[config.mk]
export PLATFORM = sky130hd
export DESIGN_NAME = scl_top
export DESIGN_NICKNAME = d
export VERILOG_FILES = /design/src/shared/scl_pkg.sv /design/src/shared/scl_strap_if.sv /design/src/logic/scl_latch.sv /design/src/logic/scl_top.sv
export VERILOG_INCLUDE_DIRS = /design/src /design/src/shared
export SDC_FILE = /design/constraint.sdc
export NUM_CORES = 1
export LEC_CHECK = 0
export BUFFER_PORTS_ARGS = -buffer_cell sky130_fd_sc_hd__buf_2
export CELL_PAD_IN_SITES_DETAIL_PLACEMENT = 0
export CELL_PAD_IN_SITES_GLOBAL_PLACEMENT = 1
export CORE_AREA = 2 2 89 91
export DETAILED_ROUTE_END_ITERATION = 8
export DIE_AREA = 0 0 91 93
export HOLD_SLACK_MARGIN = 0.08
export PLACE_DENSITY_LB_ADDON = 0.25
export REMOVE_ABC_BUFFERS = 1
export SKIP_CTS_REPAIR_TIMING = 1
export SYNTH_ARGS = -nofsm -noshare
export SYNTH_HDL_FRONTEND = slang
export SYNTH_SLANG_ARGS = --single-unit
[constraint.sdc]
create_clock -name clk_sys -period 1.65 [get_ports clk_sys]
set_input_delay 0 -clock clk_sys [delete_from_list [all_inputs] [get_ports clk_sys]]
set_output_delay 0 -clock clk_sys [all_outputs]
set_load 0.1 [all_outputs]
[src/shared/scl_params.svh]
// constants for the strap configuration latch
`ifndef SCL_PARAMS_SVH
`define SCL_PARAMS_SVH

// ----------------------------------------
// strap pin indices
// ----------------------------------------
`define SCL_NPINS      9
`define SCL_PIN_ADDR0  0
`define SCL_PIN_ADDR1  1
`define SCL_PIN_ADDR2  2
`define SCL_PIN_NEG    3
`define SCL_PIN_MODE2  4
`define SCL_PIN_MODE1  5
`define SCL_PIN_MODE0  6
`define SCL_PIN_NAND   7
`define SCL_PIN_FILT   8

// ----------------------------------------
// strap defaults and codes
// ----------------------------------------
`define SCL_ADDR_UPPER   2'h0
`define SCL_RST_ADDR     3'h1
`define SCL_RST_MODE     3'h0
`define SCL_RST_NEG      1'h1
`define SCL_RST_NAND     1'h1
`define SCL_RST_FILT     1'h0
`define SCL_CODE_NORM    3'h1
`define SCL_CODE_B2B     3'h5
`define SCL_CODE_NORM_X  3'h7

// ----------------------------------------
// register map
// ----------------------------------------
`define SCL_OFS_STATUS   4'h0
`define SCL_OFS_CTRL     4'h4
`define SCL_ST_ADDR      0
`define SCL_ST_MODE      5
`define SCL_ST_NEG       8
`define SCL_ST_NAND      9
`define SCL_ST_FILT      10
`define SCL_ST_RESV      11
`define SCL_ST_B2B       12
`define SCL_ST_XOVER     13
`define SCL_ST_DONE      14
`define SCL_CT_FILT      1
`define SCL_CT_NEG       12
`define SCL_LANE_FILT    0
`define SCL_LANE_NEG     1
`define SCL_RESP_OKAY    2'h0
`define SCL_RESP_SLVERR  2'h2

`endif

[src/shared/scl_pkg.sv]
// types and decode helpers for the strap configuration latch
`include "scl_params.svh"

package scl_pkg;

  typedef enum {SCL_MODE_RESV, SCL_MODE_NORMAL, SCL_MODE_B2B} scl_mode_t;
  typedef enum {SCL_SEL_STATUS, SCL_SEL_CTRL, SCL_SEL_NONE}   scl_sel_t;

  function automatic scl_mode_t scl_mode_of(input logic [2:0] code);
    scl_mode_t m;
    m = SCL_MODE_RESV;
    if (code == `SCL_CODE_NORM || code == `SCL_CODE_NORM_X) begin
      m = SCL_MODE_NORMAL;
    end else if (code == `SCL_CODE_B2B) begin
      m = SCL_MODE_B2B;
    end
    return m;
  endfunction : scl_mode_of

  function automatic logic scl_xover_of(input logic [2:0] code);
    return (code == `SCL_CODE_B2B) || (code == `SCL_CODE_NORM_X);
  endfunction : scl_xover_of

endpackage : scl_pkg

[src/shared/scl_strap_if.sv]
// strap levels in, latched configuration out
`include "scl_params.svh"

interface scl_strap_if;
  logic [`SCL_NPINS-1:0] pin_lvl;
  logic                  captured;
  logic [2:0]            addr_lo;
  logic [2:0]            mode;
  logic                  neg_dis;
  logic                  nand_n;
  logic                  filt_dis;

  modport latch (input pin_lvl, output captured, addr_lo, mode, neg_dis, nand_n, filt_dis);
  modport user  (output pin_lvl, input captured, addr_lo, mode, neg_dis, nand_n, filt_dis);
endinterface : scl_strap_if

[src/logic/scl_latch.sv]
// one-shot capture of the strap levels after reset release
`include "scl_params.svh"

module scl_latch
  import scl_pkg::*;
(
  input wire logic clk_sys,
  input wire logic reset,
  scl_strap_if.latch sif
);

  logic       captured_r, captured_nxt;
  logic [2:0] addr_r,     addr_nxt;
  logic [2:0] mode_r,     mode_nxt;
  logic       neg_r,      neg_nxt;
  logic       nand_r,     nand_nxt;
  logic       filt_r,     filt_nxt;

  // ----------------------------------------
  // capture logic
  // ----------------------------------------
  always_comb begin
    captured_nxt = captured_r;
    addr_nxt     = addr_r;
    mode_nxt     = mode_r;
    neg_nxt      = neg_r;
    nand_nxt     = nand_r;
    filt_nxt     = filt_r;
    if (!captured_r) begin
      captured_nxt = 1'b1;
      addr_nxt = {sif.pin_lvl[`SCL_PIN_ADDR2], sif.pin_lvl[`SCL_PIN_ADDR1],
                  sif.pin_lvl[`SCL_PIN_ADDR0]};
      mode_nxt = {sif.pin_lvl[`SCL_PIN_MODE2], sif.pin_lvl[`SCL_PIN_MODE1],
                  sif.pin_lvl[`SCL_PIN_MODE0]};
      neg_nxt  = sif.pin_lvl[`SCL_PIN_NEG];
      nand_nxt = sif.pin_lvl[`SCL_PIN_NAND];
      filt_nxt = sif.pin_lvl[`SCL_PIN_FILT];
    end
  end

  // reset values mirror the internal pulls
  always_ff @(posedge clk_sys or posedge reset) begin
    if (reset) begin
      captured_r <= 1'b0;
      addr_r     <= `SCL_RST_ADDR;
      mode_r     <= `SCL_RST_MODE;
      neg_r      <= `SCL_RST_NEG;
      nand_r     <= `SCL_RST_NAND;
      filt_r     <= `SCL_RST_FILT;
    end else begin
      captured_r <= captured_nxt;
      addr_r     <= addr_nxt;
      mode_r     <= mode_nxt;
      neg_r      <= neg_nxt;
      nand_r     <= nand_nxt;
      filt_r     <= filt_nxt;
    end
  end

  assign sif.captured = captured_r;
  assign sif.addr_lo  = addr_r;
  assign sif.mode     = mode_r;
  assign sif.neg_dis  = neg_r;
  assign sif.nand_n   = nand_r;
  assign sif.filt_dis = filt_r;

  // ----------------------------------------
  // checks
  // ----------------------------------------
  a_addr_bits: assert property (@(posedge clk_sys) disable iff (reset)
    $rose(captured_r) |-> addr_r[1] == $past(sif.pin_lvl[`SCL_PIN_ADDR1])
      && addr_r[2] == $past(sif.pin_lvl[`SCL_PIN_ADDR2]))
    else $error("address strap bits mapped wrong");
  a_strap_hold: assert property (@(posedge clk_sys) disable iff (reset)
    captured_r && $past(captured_r) |-> $stable(addr_r) && $stable(mode_r)
      && $stable(neg_r) && $stable(nand_r) && $stable(filt_r))
    else $error("latched strap changed after capture");

endmodule : scl_latch

[src/logic/scl_top.sv]
// strap configuration latch with shared pins and register access
//
// Decided for this implementation: the placing of the registers and the AXI4-Lite interface to the registers.
`include "scl_params.svh"

module scl_top
  import scl_pkg::*;
#(
  parameter int ADDR_W = 4
) (
  input  wire logic                  clk_sys,
  input  wire logic                  reset,
  // axi4-lite slave
  input  wire logic [ADDR_W-1:0]     s_axi_awaddr,
  input  wire logic                  s_axi_awvalid,
  output logic                       s_axi_awready,
  input  wire logic [31:0]           s_axi_wdata,
  input  wire logic [3:0]            s_axi_wstrb,
  input  wire logic                  s_axi_wvalid,
  output logic                       s_axi_wready,
  output logic [1:0]                 s_axi_bresp,
  output logic                       s_axi_bvalid,
  input  wire logic                  s_axi_bready,
  input  wire logic [ADDR_W-1:0]     s_axi_araddr,
  input  wire logic                  s_axi_arvalid,
  output logic                       s_axi_arready,
  output logic [31:0]                s_axi_rdata,
  output logic [1:0]                 s_axi_rresp,
  output logic                       s_axi_rvalid,
  input  wire logic                  s_axi_rready,
  // shared strap pins
  input  wire logic [`SCL_NPINS-1:0] strap_pin_in,
  output logic [`SCL_NPINS-1:0]      strap_pin_out,
  output logic [`SCL_NPINS-1:0]      strap_pin_oe_n,
  // receive side from the core
  input  wire logic [1:0]            rx_data_in,
  input  wire logic                  rx_valid_in,
  input  wire logic                  rx_error_in,
  // transmit side from the mac
  input  wire logic                  tx_enable,
  input  wire logic [1:0]            tx_data_in,
  output logic [1:0]                 tx_data,
  output logic                       tx_valid,
  // event request toward the open-drain pin
  input  wire logic                  event_request_out,
  // latched configuration
  output logic [4:0]                 mgmt_station_address,
  output logic                       back_to_back_mode,
  output logic                       crossover_enable,
  output logic                       mode_reserved,
  output logic                       negotiation_disable,
  output logic                       nand_tree_mode,
  output logic                       filter_enable,
  output logic                       strap_done
);

  // ----------------------------------------
  // strap latch
  // ----------------------------------------
  scl_strap_if sif ();

  assign sif.pin_lvl = strap_pin_in;

  scl_latch u_latch (
    .clk_sys (clk_sys),
    .reset   (reset),
    .sif     (sif)
  );

  // ----------------------------------------
  // configuration outputs
  // ----------------------------------------
  logic        ctrl_neg_r,    ctrl_neg_nxt;
  logic        ctrl_filt_r,   ctrl_filt_nxt;
  logic [4:0]  addr_out_r,    addr_out_nxt;
  logic        b2b_r,         b2b_nxt;
  logic        xover_r,       xover_nxt;
  logic        resv_r,        resv_nxt;
  logic        nand_r,        nand_nxt;
  logic [31:0] wdata_r,       wdata_nxt;
  logic [3:0]  s_axi_wstrb_r, wstrb_nxt;
  logic        wr_fire;
  logic        wr_ctrl;

  always_comb begin
    ctrl_neg_nxt  = ctrl_neg_r;
    ctrl_filt_nxt = ctrl_filt_r;
    if (wr_ctrl && s_axi_wstrb_r[`SCL_LANE_NEG]) begin
      ctrl_neg_nxt = wdata_r[`SCL_CT_NEG];
    end
    if (wr_ctrl && s_axi_wstrb_r[`SCL_LANE_FILT]) begin
      ctrl_filt_nxt = wdata_r[`SCL_CT_FILT];
    end
    // strap load wins over a write
    if (!sif.captured) begin
      ctrl_neg_nxt  = strap_pin_in[`SCL_PIN_NEG];
      ctrl_filt_nxt = strap_pin_in[`SCL_PIN_FILT];
    end
    addr_out_nxt = {`SCL_ADDR_UPPER, sif.addr_lo};
    b2b_nxt   = scl_mode_of(sif.mode) == SCL_MODE_B2B;
    xover_nxt = scl_xover_of(sif.mode);
    resv_nxt  = scl_mode_of(sif.mode) == SCL_MODE_RESV;
    nand_nxt  = !sif.nand_n;
  end

  always_ff @(posedge clk_sys or posedge reset) begin
    if (reset) begin
      ctrl_neg_r  <= `SCL_RST_NEG;
      ctrl_filt_r <= `SCL_RST_FILT;
      addr_out_r  <= {`SCL_ADDR_UPPER, `SCL_RST_ADDR};
      b2b_r       <= 1'b0;
      xover_r     <= 1'b0;
      resv_r      <= 1'b1;
      nand_r      <= !`SCL_RST_NAND;
    end else begin
      ctrl_neg_r  <= ctrl_neg_nxt;
      ctrl_filt_r <= ctrl_filt_nxt;
      addr_out_r  <= addr_out_nxt;
      b2b_r       <= b2b_nxt;
      xover_r     <= xover_nxt;
      resv_r      <= resv_nxt;
      nand_r      <= nand_nxt;
    end
  end

  assign mgmt_station_address = addr_out_r;
  assign back_to_back_mode    = b2b_r;
  assign crossover_enable     = xover_r;
  assign mode_reserved        = resv_r;
  assign negotiation_disable  = ctrl_neg_r;
  assign nand_tree_mode       = nand_r;
  // low strap or control bit enables filter
  assign filter_enable        = !ctrl_filt_r;
  assign strap_done           = sif.captured;

  // ----------------------------------------
  // shared pin drivers
  // ----------------------------------------
  logic [1:0] rxd_r,  rxd_nxt;
  logic       rxdv_r, rxdv_nxt;
  logic       rxer_r, rxer_nxt;
  logic       evt_r,  evt_nxt;
  logic [1:0] txd_r,  txd_nxt;
  logic       txv_r,  txv_nxt;

  always_comb begin
    rxd_nxt  = rx_valid_in ? rx_data_in : 2'h0;
    rxdv_nxt = rx_valid_in;
    rxer_nxt = rx_valid_in & rx_error_in;
    evt_nxt  = event_request_out;
    txd_nxt  = tx_enable ? tx_data_in : txd_r;
    txv_nxt  = tx_enable;
  end

  always_ff @(posedge clk_sys or posedge reset) begin
    if (reset) begin
      rxd_r  <= 2'h0;
      rxdv_r <= 1'b0;
      rxer_r <= 1'b0;
      evt_r  <= 1'b0;
      txd_r  <= 2'h0;
      txv_r  <= 1'b0;
    end else begin
      rxd_r  <= rxd_nxt;
      rxdv_r <= rxdv_nxt;
      rxer_r <= rxer_nxt;
      evt_r  <= evt_nxt;
      txd_r  <= txd_nxt;
      txv_r  <= txv_nxt;
    end
  end

  assign tx_data  = txd_r;
  assign tx_valid = txv_r;

  // unused pins drive low; event pin is open drain, pulling low only
  always_comb begin
    strap_pin_out                 = '0;
    strap_pin_out[`SCL_PIN_ADDR2] = rxd_r[1];
    strap_pin_out[`SCL_PIN_NEG]   = rxd_r[0];
    strap_pin_out[`SCL_PIN_MODE2] = rxdv_r;
    strap_pin_out[`SCL_PIN_FILT]  = rxer_r;
    strap_pin_oe_n                = sif.captured ? '0 : '1;
    strap_pin_oe_n[`SCL_PIN_NAND] = !(sif.captured && evt_r);
  end

  // ----------------------------------------
  // axi4-lite slave
  // ----------------------------------------
  logic              aw_got_r, aw_got_nxt;
  logic              w_got_r,  w_got_nxt;
  logic [ADDR_W-1:0] awaddr_r, awaddr_nxt;
  logic              bvalid_r, bvalid_nxt;
  logic [1:0]        bresp_r,  bresp_nxt;
  logic              rvalid_r, rvalid_nxt;
  logic [1:0]        rresp_r,  rresp_nxt;
  logic [31:0]       rdata_r,  rdata_nxt;

  function automatic scl_sel_t sel_of(input logic [ADDR_W-1:0] a);
    scl_sel_t s;
    s = SCL_SEL_NONE;
    if (a == ADDR_W'(`SCL_OFS_STATUS)) begin
      s = SCL_SEL_STATUS;
    end else if (a == ADDR_W'(`SCL_OFS_CTRL)) begin
      s = SCL_SEL_CTRL;
    end
    return s;
  endfunction : sel_of

  assign s_axi_awready = !aw_got_r && !bvalid_r;
  assign s_axi_wready  = !w_got_r && !bvalid_r;
  assign s_axi_arready = !rvalid_r;
  assign wr_fire       = aw_got_r && w_got_r && !bvalid_r;
  assign wr_ctrl       = wr_fire && sel_of(awaddr_r) == SCL_SEL_CTRL;

  always_comb begin
    aw_got_nxt = aw_got_r;
    w_got_nxt  = w_got_r;
    awaddr_nxt = awaddr_r;
    wdata_nxt  = wdata_r;
    wstrb_nxt  = s_axi_wstrb_r;
    bvalid_nxt = bvalid_r;
    bresp_nxt  = bresp_r;
    if (s_axi_awvalid && s_axi_awready) begin
      aw_got_nxt = 1'b1;
      awaddr_nxt = s_axi_awaddr;
    end
    if (s_axi_wvalid && s_axi_wready) begin
      w_got_nxt = 1'b1;
      wdata_nxt = s_axi_wdata;
      wstrb_nxt = s_axi_wstrb;
    end
    // status is read-only, so writes to it are refused too
    if (wr_fire) begin
      aw_got_nxt = 1'b0;
      w_got_nxt  = 1'b0;
      bvalid_nxt = 1'b1;
      bresp_nxt  = wr_ctrl ? `SCL_RESP_OKAY : `SCL_RESP_SLVERR;
    end else if (bvalid_r && s_axi_bready) begin
      bvalid_nxt = 1'b0;
    end
  end

  always_comb begin
    rvalid_nxt = rvalid_r;
    rresp_nxt  = rresp_r;
    rdata_nxt  = rdata_r;
    if (s_axi_arvalid && s_axi_arready) begin
      rvalid_nxt = 1'b1;
      rresp_nxt  = `SCL_RESP_OKAY;
      rdata_nxt  = '0;
      case (sel_of(s_axi_araddr))
        SCL_SEL_STATUS: begin
          rdata_nxt[`SCL_ST_ADDR +: 5] = addr_out_r;
          rdata_nxt[`SCL_ST_MODE +: 3] = sif.mode;
          rdata_nxt[`SCL_ST_NEG]       = sif.neg_dis;
          rdata_nxt[`SCL_ST_NAND]      = sif.nand_n;
          rdata_nxt[`SCL_ST_FILT]      = sif.filt_dis;
          rdata_nxt[`SCL_ST_RESV]      = resv_r;
          rdata_nxt[`SCL_ST_B2B]       = b2b_r;
          rdata_nxt[`SCL_ST_XOVER]     = xover_r;
          rdata_nxt[`SCL_ST_DONE]      = sif.captured;
        end
        SCL_SEL_CTRL: begin
          rdata_nxt[`SCL_CT_NEG]  = ctrl_neg_r;
          rdata_nxt[`SCL_CT_FILT] = ctrl_filt_r;
        end
        default: begin
          rresp_nxt = `SCL_RESP_SLVERR;
        end
      endcase
    end else if (rvalid_r && s_axi_rready) begin
      rvalid_nxt = 1'b0;
    end
  end

  always_ff @(posedge clk_sys or posedge reset) begin
    if (reset) begin
      aw_got_r      <= 1'b0;
      w_got_r       <= 1'b0;
      awaddr_r      <= '0;
      wdata_r       <= '0;
      s_axi_wstrb_r <= '0;
      bvalid_r      <= 1'b0;
      bresp_r       <= `SCL_RESP_OKAY;
      rvalid_r      <= 1'b0;
      rresp_r       <= `SCL_RESP_OKAY;
      rdata_r       <= '0;
    end else begin
      aw_got_r      <= aw_got_nxt;
      w_got_r       <= w_got_nxt;
      awaddr_r      <= awaddr_nxt;
      wdata_r       <= wdata_nxt;
      s_axi_wstrb_r <= wstrb_nxt;
      bvalid_r      <= bvalid_nxt;
      bresp_r       <= bresp_nxt;
      rvalid_r      <= rvalid_nxt;
      rresp_r       <= rresp_nxt;
      rdata_r       <= rdata_nxt;
    end
  end

  assign s_axi_bvalid = bvalid_r;
  assign s_axi_bresp  = bresp_r;
  assign s_axi_rvalid = rvalid_r;
  assign s_axi_rresp  = rresp_r;
  assign s_axi_rdata  = rdata_r;

  // ----------------------------------------
  // checks
  // ----------------------------------------
  a_pins_float: assert property (@(posedge clk_sys) disable iff (reset)
    !strap_done |-> &strap_pin_oe_n)
    else $error("strap pin driven before capture");
  a_pins_drive: assert property (@(posedge clk_sys) disable iff (reset)
    strap_done |-> strap_pin_oe_n[`SCL_PIN_ADDR2] == 1'b0)
    else $error("shared pin not driven after capture");
  a_addr_form: assert property (@(posedge clk_sys) disable iff (reset)
    $rose(strap_done) |=> mgmt_station_address
      == {`SCL_ADDR_UPPER, $past(strap_pin_in[`SCL_PIN_ADDR2:`SCL_PIN_ADDR0], 2)})
    else $error("management address not formed from straps");
  a_mode_decode: assert property (@(posedge clk_sys) disable iff (reset)
    strap_done && $past(strap_done) |-> crossover_enable
      == (sif.mode == `SCL_CODE_B2B || sif.mode == `SCL_CODE_NORM_X)
      && back_to_back_mode == (sif.mode == `SCL_CODE_B2B))
    else $error("mode code decoded wrong");
  a_neg_load: assert property (@(posedge clk_sys) disable iff (reset)
    $rose(strap_done) |-> negotiation_disable == $past(strap_pin_in[`SCL_PIN_NEG]))
    else $error("negotiation bit not loaded from strap");
  a_nand_mode: assert property (@(posedge clk_sys) disable iff (reset)
    $rose(strap_done) |=> nand_tree_mode == !$past(strap_pin_in[`SCL_PIN_NAND], 2))
    else $error("test mode strap not applied");
  a_filt_load: assert property (@(posedge clk_sys) disable iff (reset)
    $rose(strap_done) |-> filter_enable == !$past(strap_pin_in[`SCL_PIN_FILT]))
    else $error("filter strap not applied");
  a_rx_gate: assert property (@(posedge clk_sys) disable iff (reset)
    !rx_valid_in |=> rxd_r == 2'h0 && !rxdv_r)
    else $error("receive data present without valid");
  a_tx_hold: assert property (@(posedge clk_sys) disable iff (reset)
    !tx_enable |=> !tx_valid && $stable(tx_data))
    else $error("transmit data taken without enable");

endmodule : scl_top

-- Word level (Yosys, flattened, before mapping)
Cells that the tools add are included.
- word-level logic and storage cells: 99
- output and inout bits: 74
- bits in registers: 69
- input port bits: 68
- muxes and demuxes: 28
- equal/unequal tests: 10
- bitwise operators: 1
- reductions and logical operators: 31
- operators by type and width (operator ; number):
    logical NOT 32 bit ; 2
    two-way mux 32 bit ; 2
    == test 32 x 1 -> 1 bit (second input constant) ; 1
    == test 32 x 2 -> 1 bit (second input constant) ; 1
    == test 32 x 3 -> 1 bit (second input constant) ; 1
    two-way mux 2 bit ; 9
    logical AND 1 bit ; 13
    two-way mux 1 bit ; 13
    two-way mux 10 bit ; 1
    two-way mux 9 bit ; 1
    == test 4 x 3 -> 1 bit (second input constant) ; 2
    logical NOT 4 bit ; 2
    nonzero test 2 bit ; 4
    logical NOT 1 bit ; 7
    == test 3 bit (second input constant) ; 2
    != test 2 bit (second input constant) ; 2
    one-hot mux 1 bit (2 select lines) ; 2
    == test 3 x 1 -> 1 bit (second input constant) ; 1
    logical OR 1 bit ; 2
    OR reduction 2 bit ; 1
    bitwise AND 1 bit ; 1

-- Depth between registers and ports, before layout
- depth after elaboration: 8
- gate-level depth with buffers: 5
- gate-level depth less buffers: 3

-- Hierarchy
Synthesis repeated with hierarchy kept, for this count alone.
- cells, all modules: 173
- area, all modules: 2333.5 um^2
- by module, submodules not included (module ; area an instance (um^2) ; cells an instance ; instances ; sequential area each (um^2)):
    scl_top ; 1925.6 ; 151 ; 1 ; 1104.8
    scl_latch ; 407.9 ; 22 ; 1 ; 254.0

-- Worst setup path before layout
OpenSTA, ideal clock, no wires.
- kind: reg-to-reg
- start: register bvalid_r, in the netlist s_axi_bvalid
- end: register awaddr_r[0]
- period minus slack after synthesis: 3027 ps
- buffers on the path: 0
- library setup time: 125 ps
- arrival time: 2902 ps
- required time: 1525 ps
- slack: -1377 ps
- cell stages (with the launch flop): 4
- cells stage by stage: dfrtp_1 nor2_1 and2_0 mux2_2
- word-level cells in the longest chain between the ends: 3
- RTL lines (item ; line ; RTL):
    from (decl) ; scl_top.sv:193 ; logic bvalid_r, bvalid_nxt;
    from (signal assigned) ; scl_top.sv:295 ; bvalid_r <= bvalid_nxt;
    logical NOT 1 bit ; scl_top.sv:210 ; assign s_axi_awready = !aw_got_r && !bvalid_r;
    logical AND 1 bit ; scl_top.sv:210 ;
    named net s_axi_awready ; scl_top.sv:16 ; output logic s_axi_awready,
    logical AND 1 bit ; scl_top.sv:224 ; if (s_axi_awvalid && s_axi_awready) begin
    to (signal assigned) ; scl_top.sv:292 ; awaddr_r <= awaddr_nxt;
    to (decl) ; scl_top.sv:192 ; logic [ADDR_W-1:0] awaddr_r, awaddr_nxt;
The timed path passes the listed nets, and every way through them passes these cells.
A chain may end at the register's enable or synchronous reset.

-- Worst setup path in the final report
- start: input s_axi_araddr[3]
- end: register rdata_r[6], in the netlist s_axi_rdata[6]
- word-level cells in the longest chain between the ends: 6
- RTL lines (item ; line ; RTL):
    from (decl) ; scl_top.sv:24 ; input wire logic [ADDR_W-1:0] s_axi_araddr,
    == test 4 x 3 -> 1 bit ; scl_top.sv:204 ; end else if (a == ADDR_W'(`SCL_OFS_CTRL)) begin
    two-way mux 2 bit ; scl_top.sv:204 ;
    two-way mux 2 bit * ; scl_top.sv:202 ; if (a == ADDR_W'(`SCL_OFS_STATUS)) begin
    two-way mux 32 bit * ; scl_top.sv:248 ; if (s_axi_arvalid && s_axi_arready) begin
    logical NOT 32 bit * ; scl_top.sv:252 ; case (sel_of(s_axi_araddr))
    two-way mux 10 bit * ; scl_top.sv:252 ;
    to (signal assigned) ; scl_top.sv:299 ; rdata_r <= rdata_nxt;
    to (decl) ; scl_top.sv:197 ; logic [31:0] rdata_r, rdata_nxt;
Every way passes the cells marked *; elsewhere a longest branch is shown, timed or not. The select of a mux whose other input is x is not followed.

==> flow_summary.toml <==
[critical_path]
critPathTopFamily = "simple AND/OR/NAND/NOR gates"
cpMaxStageDelayCell = "dlygate4sd3_1"
crit_fanout = 11
crit_type = "in -> reg"
critPathBufInv = 2
arrival_ps = 1770
reg2reg_from = "s_axi_rvalid"
cp.required_ps = 1900
critical_path.startpoint_type = "input port"
crit_chain = "dlygate4sd3_1 > buf_2 > or3_4 > nor3_4 > a22o_2"
cp-startpoint = "s_axi_araddr[3]"
cpPeakStageDelay_ps = 530
crit_path_end_kind = "register"

[logic_synthesis]
yosysSeqAreaShare_pct = 59.4
synth_cells = 177
ys_types = 28
ys_warn_count = 0
synth_area_leaders = "dfrtp_1 (53%), buf_4 (12%), mux2_2 (8.9%), dfstp_2 (6.9%), a22o_2 (4.4%)"
yosysTopAreaCell = "dfrtp_1"
syn_avg_cell_area_um2 = 12.9
netlist_area_um2 = 2290
ys_seq_elements = 54
synth_top_cell_area_share_pct = 52.5

[route]
routedWlPerCell_um = 11.6
totalWireLength_mm = 4.50
vias = 1560
ant_nets = 0
drt_iter0_drc = 45
viasPerCell = 4.02
drc = 0
dr.pass1.iters = 4

[clock_network]
clock_latency_ps = 300
clk_pin_slew_ps = 90
cts_buffers = 5
numClockSinks = 54
root_buffer = "clkbuf_8"
cts_tree = "built"
htreeDepth = 2
cts_buffer_depth = 2

[pwr]
p_leak_uw = 0.00157
powerDensity_nw_per_um2 = 1380
internal_power_uw = 2290
pwr-share-clk_pct = 17.9
p_comb_share_pct = 42.6
sw_frac_of_total_pct = 46.3
ir_drop_v = 0.00144
seq_power_share_pct = 39.5
switching_power_uw = 1970

[place]
gp_congestion = 0.667
dp_hpwl_mm = 3.03
port_buffers = 81

[floorplan]
die_w_um = 91
io_pins = 142
start_util_pct = 30.4
coreArea_um2 = 7530
rows = 32
die-area_um2 = 8460
chipHeight_um = 93

[final_layout]
layout.nets = 353
area_growth_pct = 34.5
nFillCells = 730
final_util_pct = 40.9
final_cell_mix = "buf_2 (80), dfrtp_1 (48), dlygate4sd3_1 (31)"
antenna_cells = 0
drive_gt1_share_pct = 45.5
final_common_cell = "buf_2"

[timing]
fin_setup_tns_ps = 0
final_max_slew_viol_count = 0
worst_pin_slew_ps = 534
hold_violations = 0
rsz0062_at_grt = "no"
fin_worst_skew_ps = 6.58
maxSlewHeadroom_pct = 64.3
fmax_ghz = 0.657
setup_viol = 0
period_minus_slack_ps = 1520
period_share_pct = 92.3

[grt]
grt_pass1_wl_mm = 6.91
antenna_found_initial = 0
grt_usage_pct = 10.2
grt_pass1_vias = 1466
overflow = 0
grt_max_degree = 55

[outcome]
outcome = "finished clean"

[min_path]
min_from = "strap_pin_in[3]"
hold_class = "in -> reg"

[job]
cap_violations = 0
## layout make-up
| class | count | area, um^2 | area share, % |
|---|---|---|---|
| Clock buffer | 7 | 86.3 | 2.81 |
| Clock inverter | 1 | 5.00 | 0.163 |
| Inverter | 7 | 26.3 | 0.854 |
| Multi-Input combinational cell | 100 | 691 | 22.5 |
| Sequential cell | 54 | 1360 | 44.2 |
| Tap cell | 102 | 128 | 4.15 |
| Timing Repair Buffer | 117 | 781 | 25.4 |
## power by group through the flow
| stage | combinational [uW] | clock, uW | sequential (uW) |
|---|---|---|---|
| finish | 1810 | 762 | 1680 |
| global route | 1900 | 854 | 1710 |
| CTS | 1770 | 804 | 1690 |
| detailed placement | 1770 | 0 | 1710 |
| global placement | 1750 | 0 | 1710 |
| floorplan | 963 | 0 | 2220 |
## state kept, by name (all words and copies together) (netlist names), 2 cells and up
register,count
awaddr_r,4
mgmt_station_address,3
rxd_r,2
s_axi_rdata,13
s_axi_wstrb_r,2
tx_data,2
u_latch.sif.addr_lo,3
u_latch.sif.mode,3
wdata_r,2
## tightest hold or removal path: cells and delay by family
family | cells | cell delay (ps)
AO/OA/AOI/OAI | 1 | 150
buffers and inverters | 1 | 100
AND/OR/NAND/NOR | 1 | 140
## layer usage
metal	up-vias	track usage [%]	share of wire (%)
met5	-	0	0
met4	0	3.03	0.87
met3	7	4.11	9.1
met2	81	15.4	45
met1	730	13.5	45
li1	742	-	-
## cell usage after synthesis (all sizes together)
master / count
and3b: 1
mux2: 18
clkbuf: 1
o21bai: 1
a21o: 2
inv: 7
nand2b: 1
nor3: 1
o31ai: 2
o21ai: 2
and2: 7
nor2: 5
a22o: 11
a21oi: 7
dfrtp: 48
nand3: 2
conb: 2
or3: 1
dfstp: 6
buf: 42
nor2b: 2
mux2i: 4
nor4b: 1
nand2: 3
## per-stage QoR
stage	instances	worst slack (ps)	power (uW)	instance area [um^2]	hold WS (ps)
finish	388	128	4260	3080	78.7
detailed placement	349	256	3480	2670	76.8
floorplan	161	-3950	3190	2080	31.4
CTS	357	195	4260	2770	-265
global placement	349	281	3470	2670	79.7
global route	388	56.3	4470	3080	100
## cells by family (layout without fill, tap and decap cells)
kind of cell | count (synthesis) | after routing | synth area share, %
buf+inv | 50 | 132 | 14.8
compound gates | 25 | 25 | 8.37
mux | 22 | 22 | 10.6
simple gates | 24 | 24 | 6.46
flops | 54 | 54 | 59.4
other cells | 2 | 29 | 0.328
## worst paths after layout
check,end,slack [ps],cells after the start
setup / recovery,s_axi_rdata[6],130,5
hold / removal,u_latch.sif.neg_dis,80,3
setup reg to reg,s_axi_rdata[6],230,3
hold reg to reg,mgmt_station_address[0],370,0
max in group asynchronous,u_latch.sif.neg_dis,1070,4
min in group asynchronous,awaddr_r[2],280,4
Power figures use the tool's default switching activity.
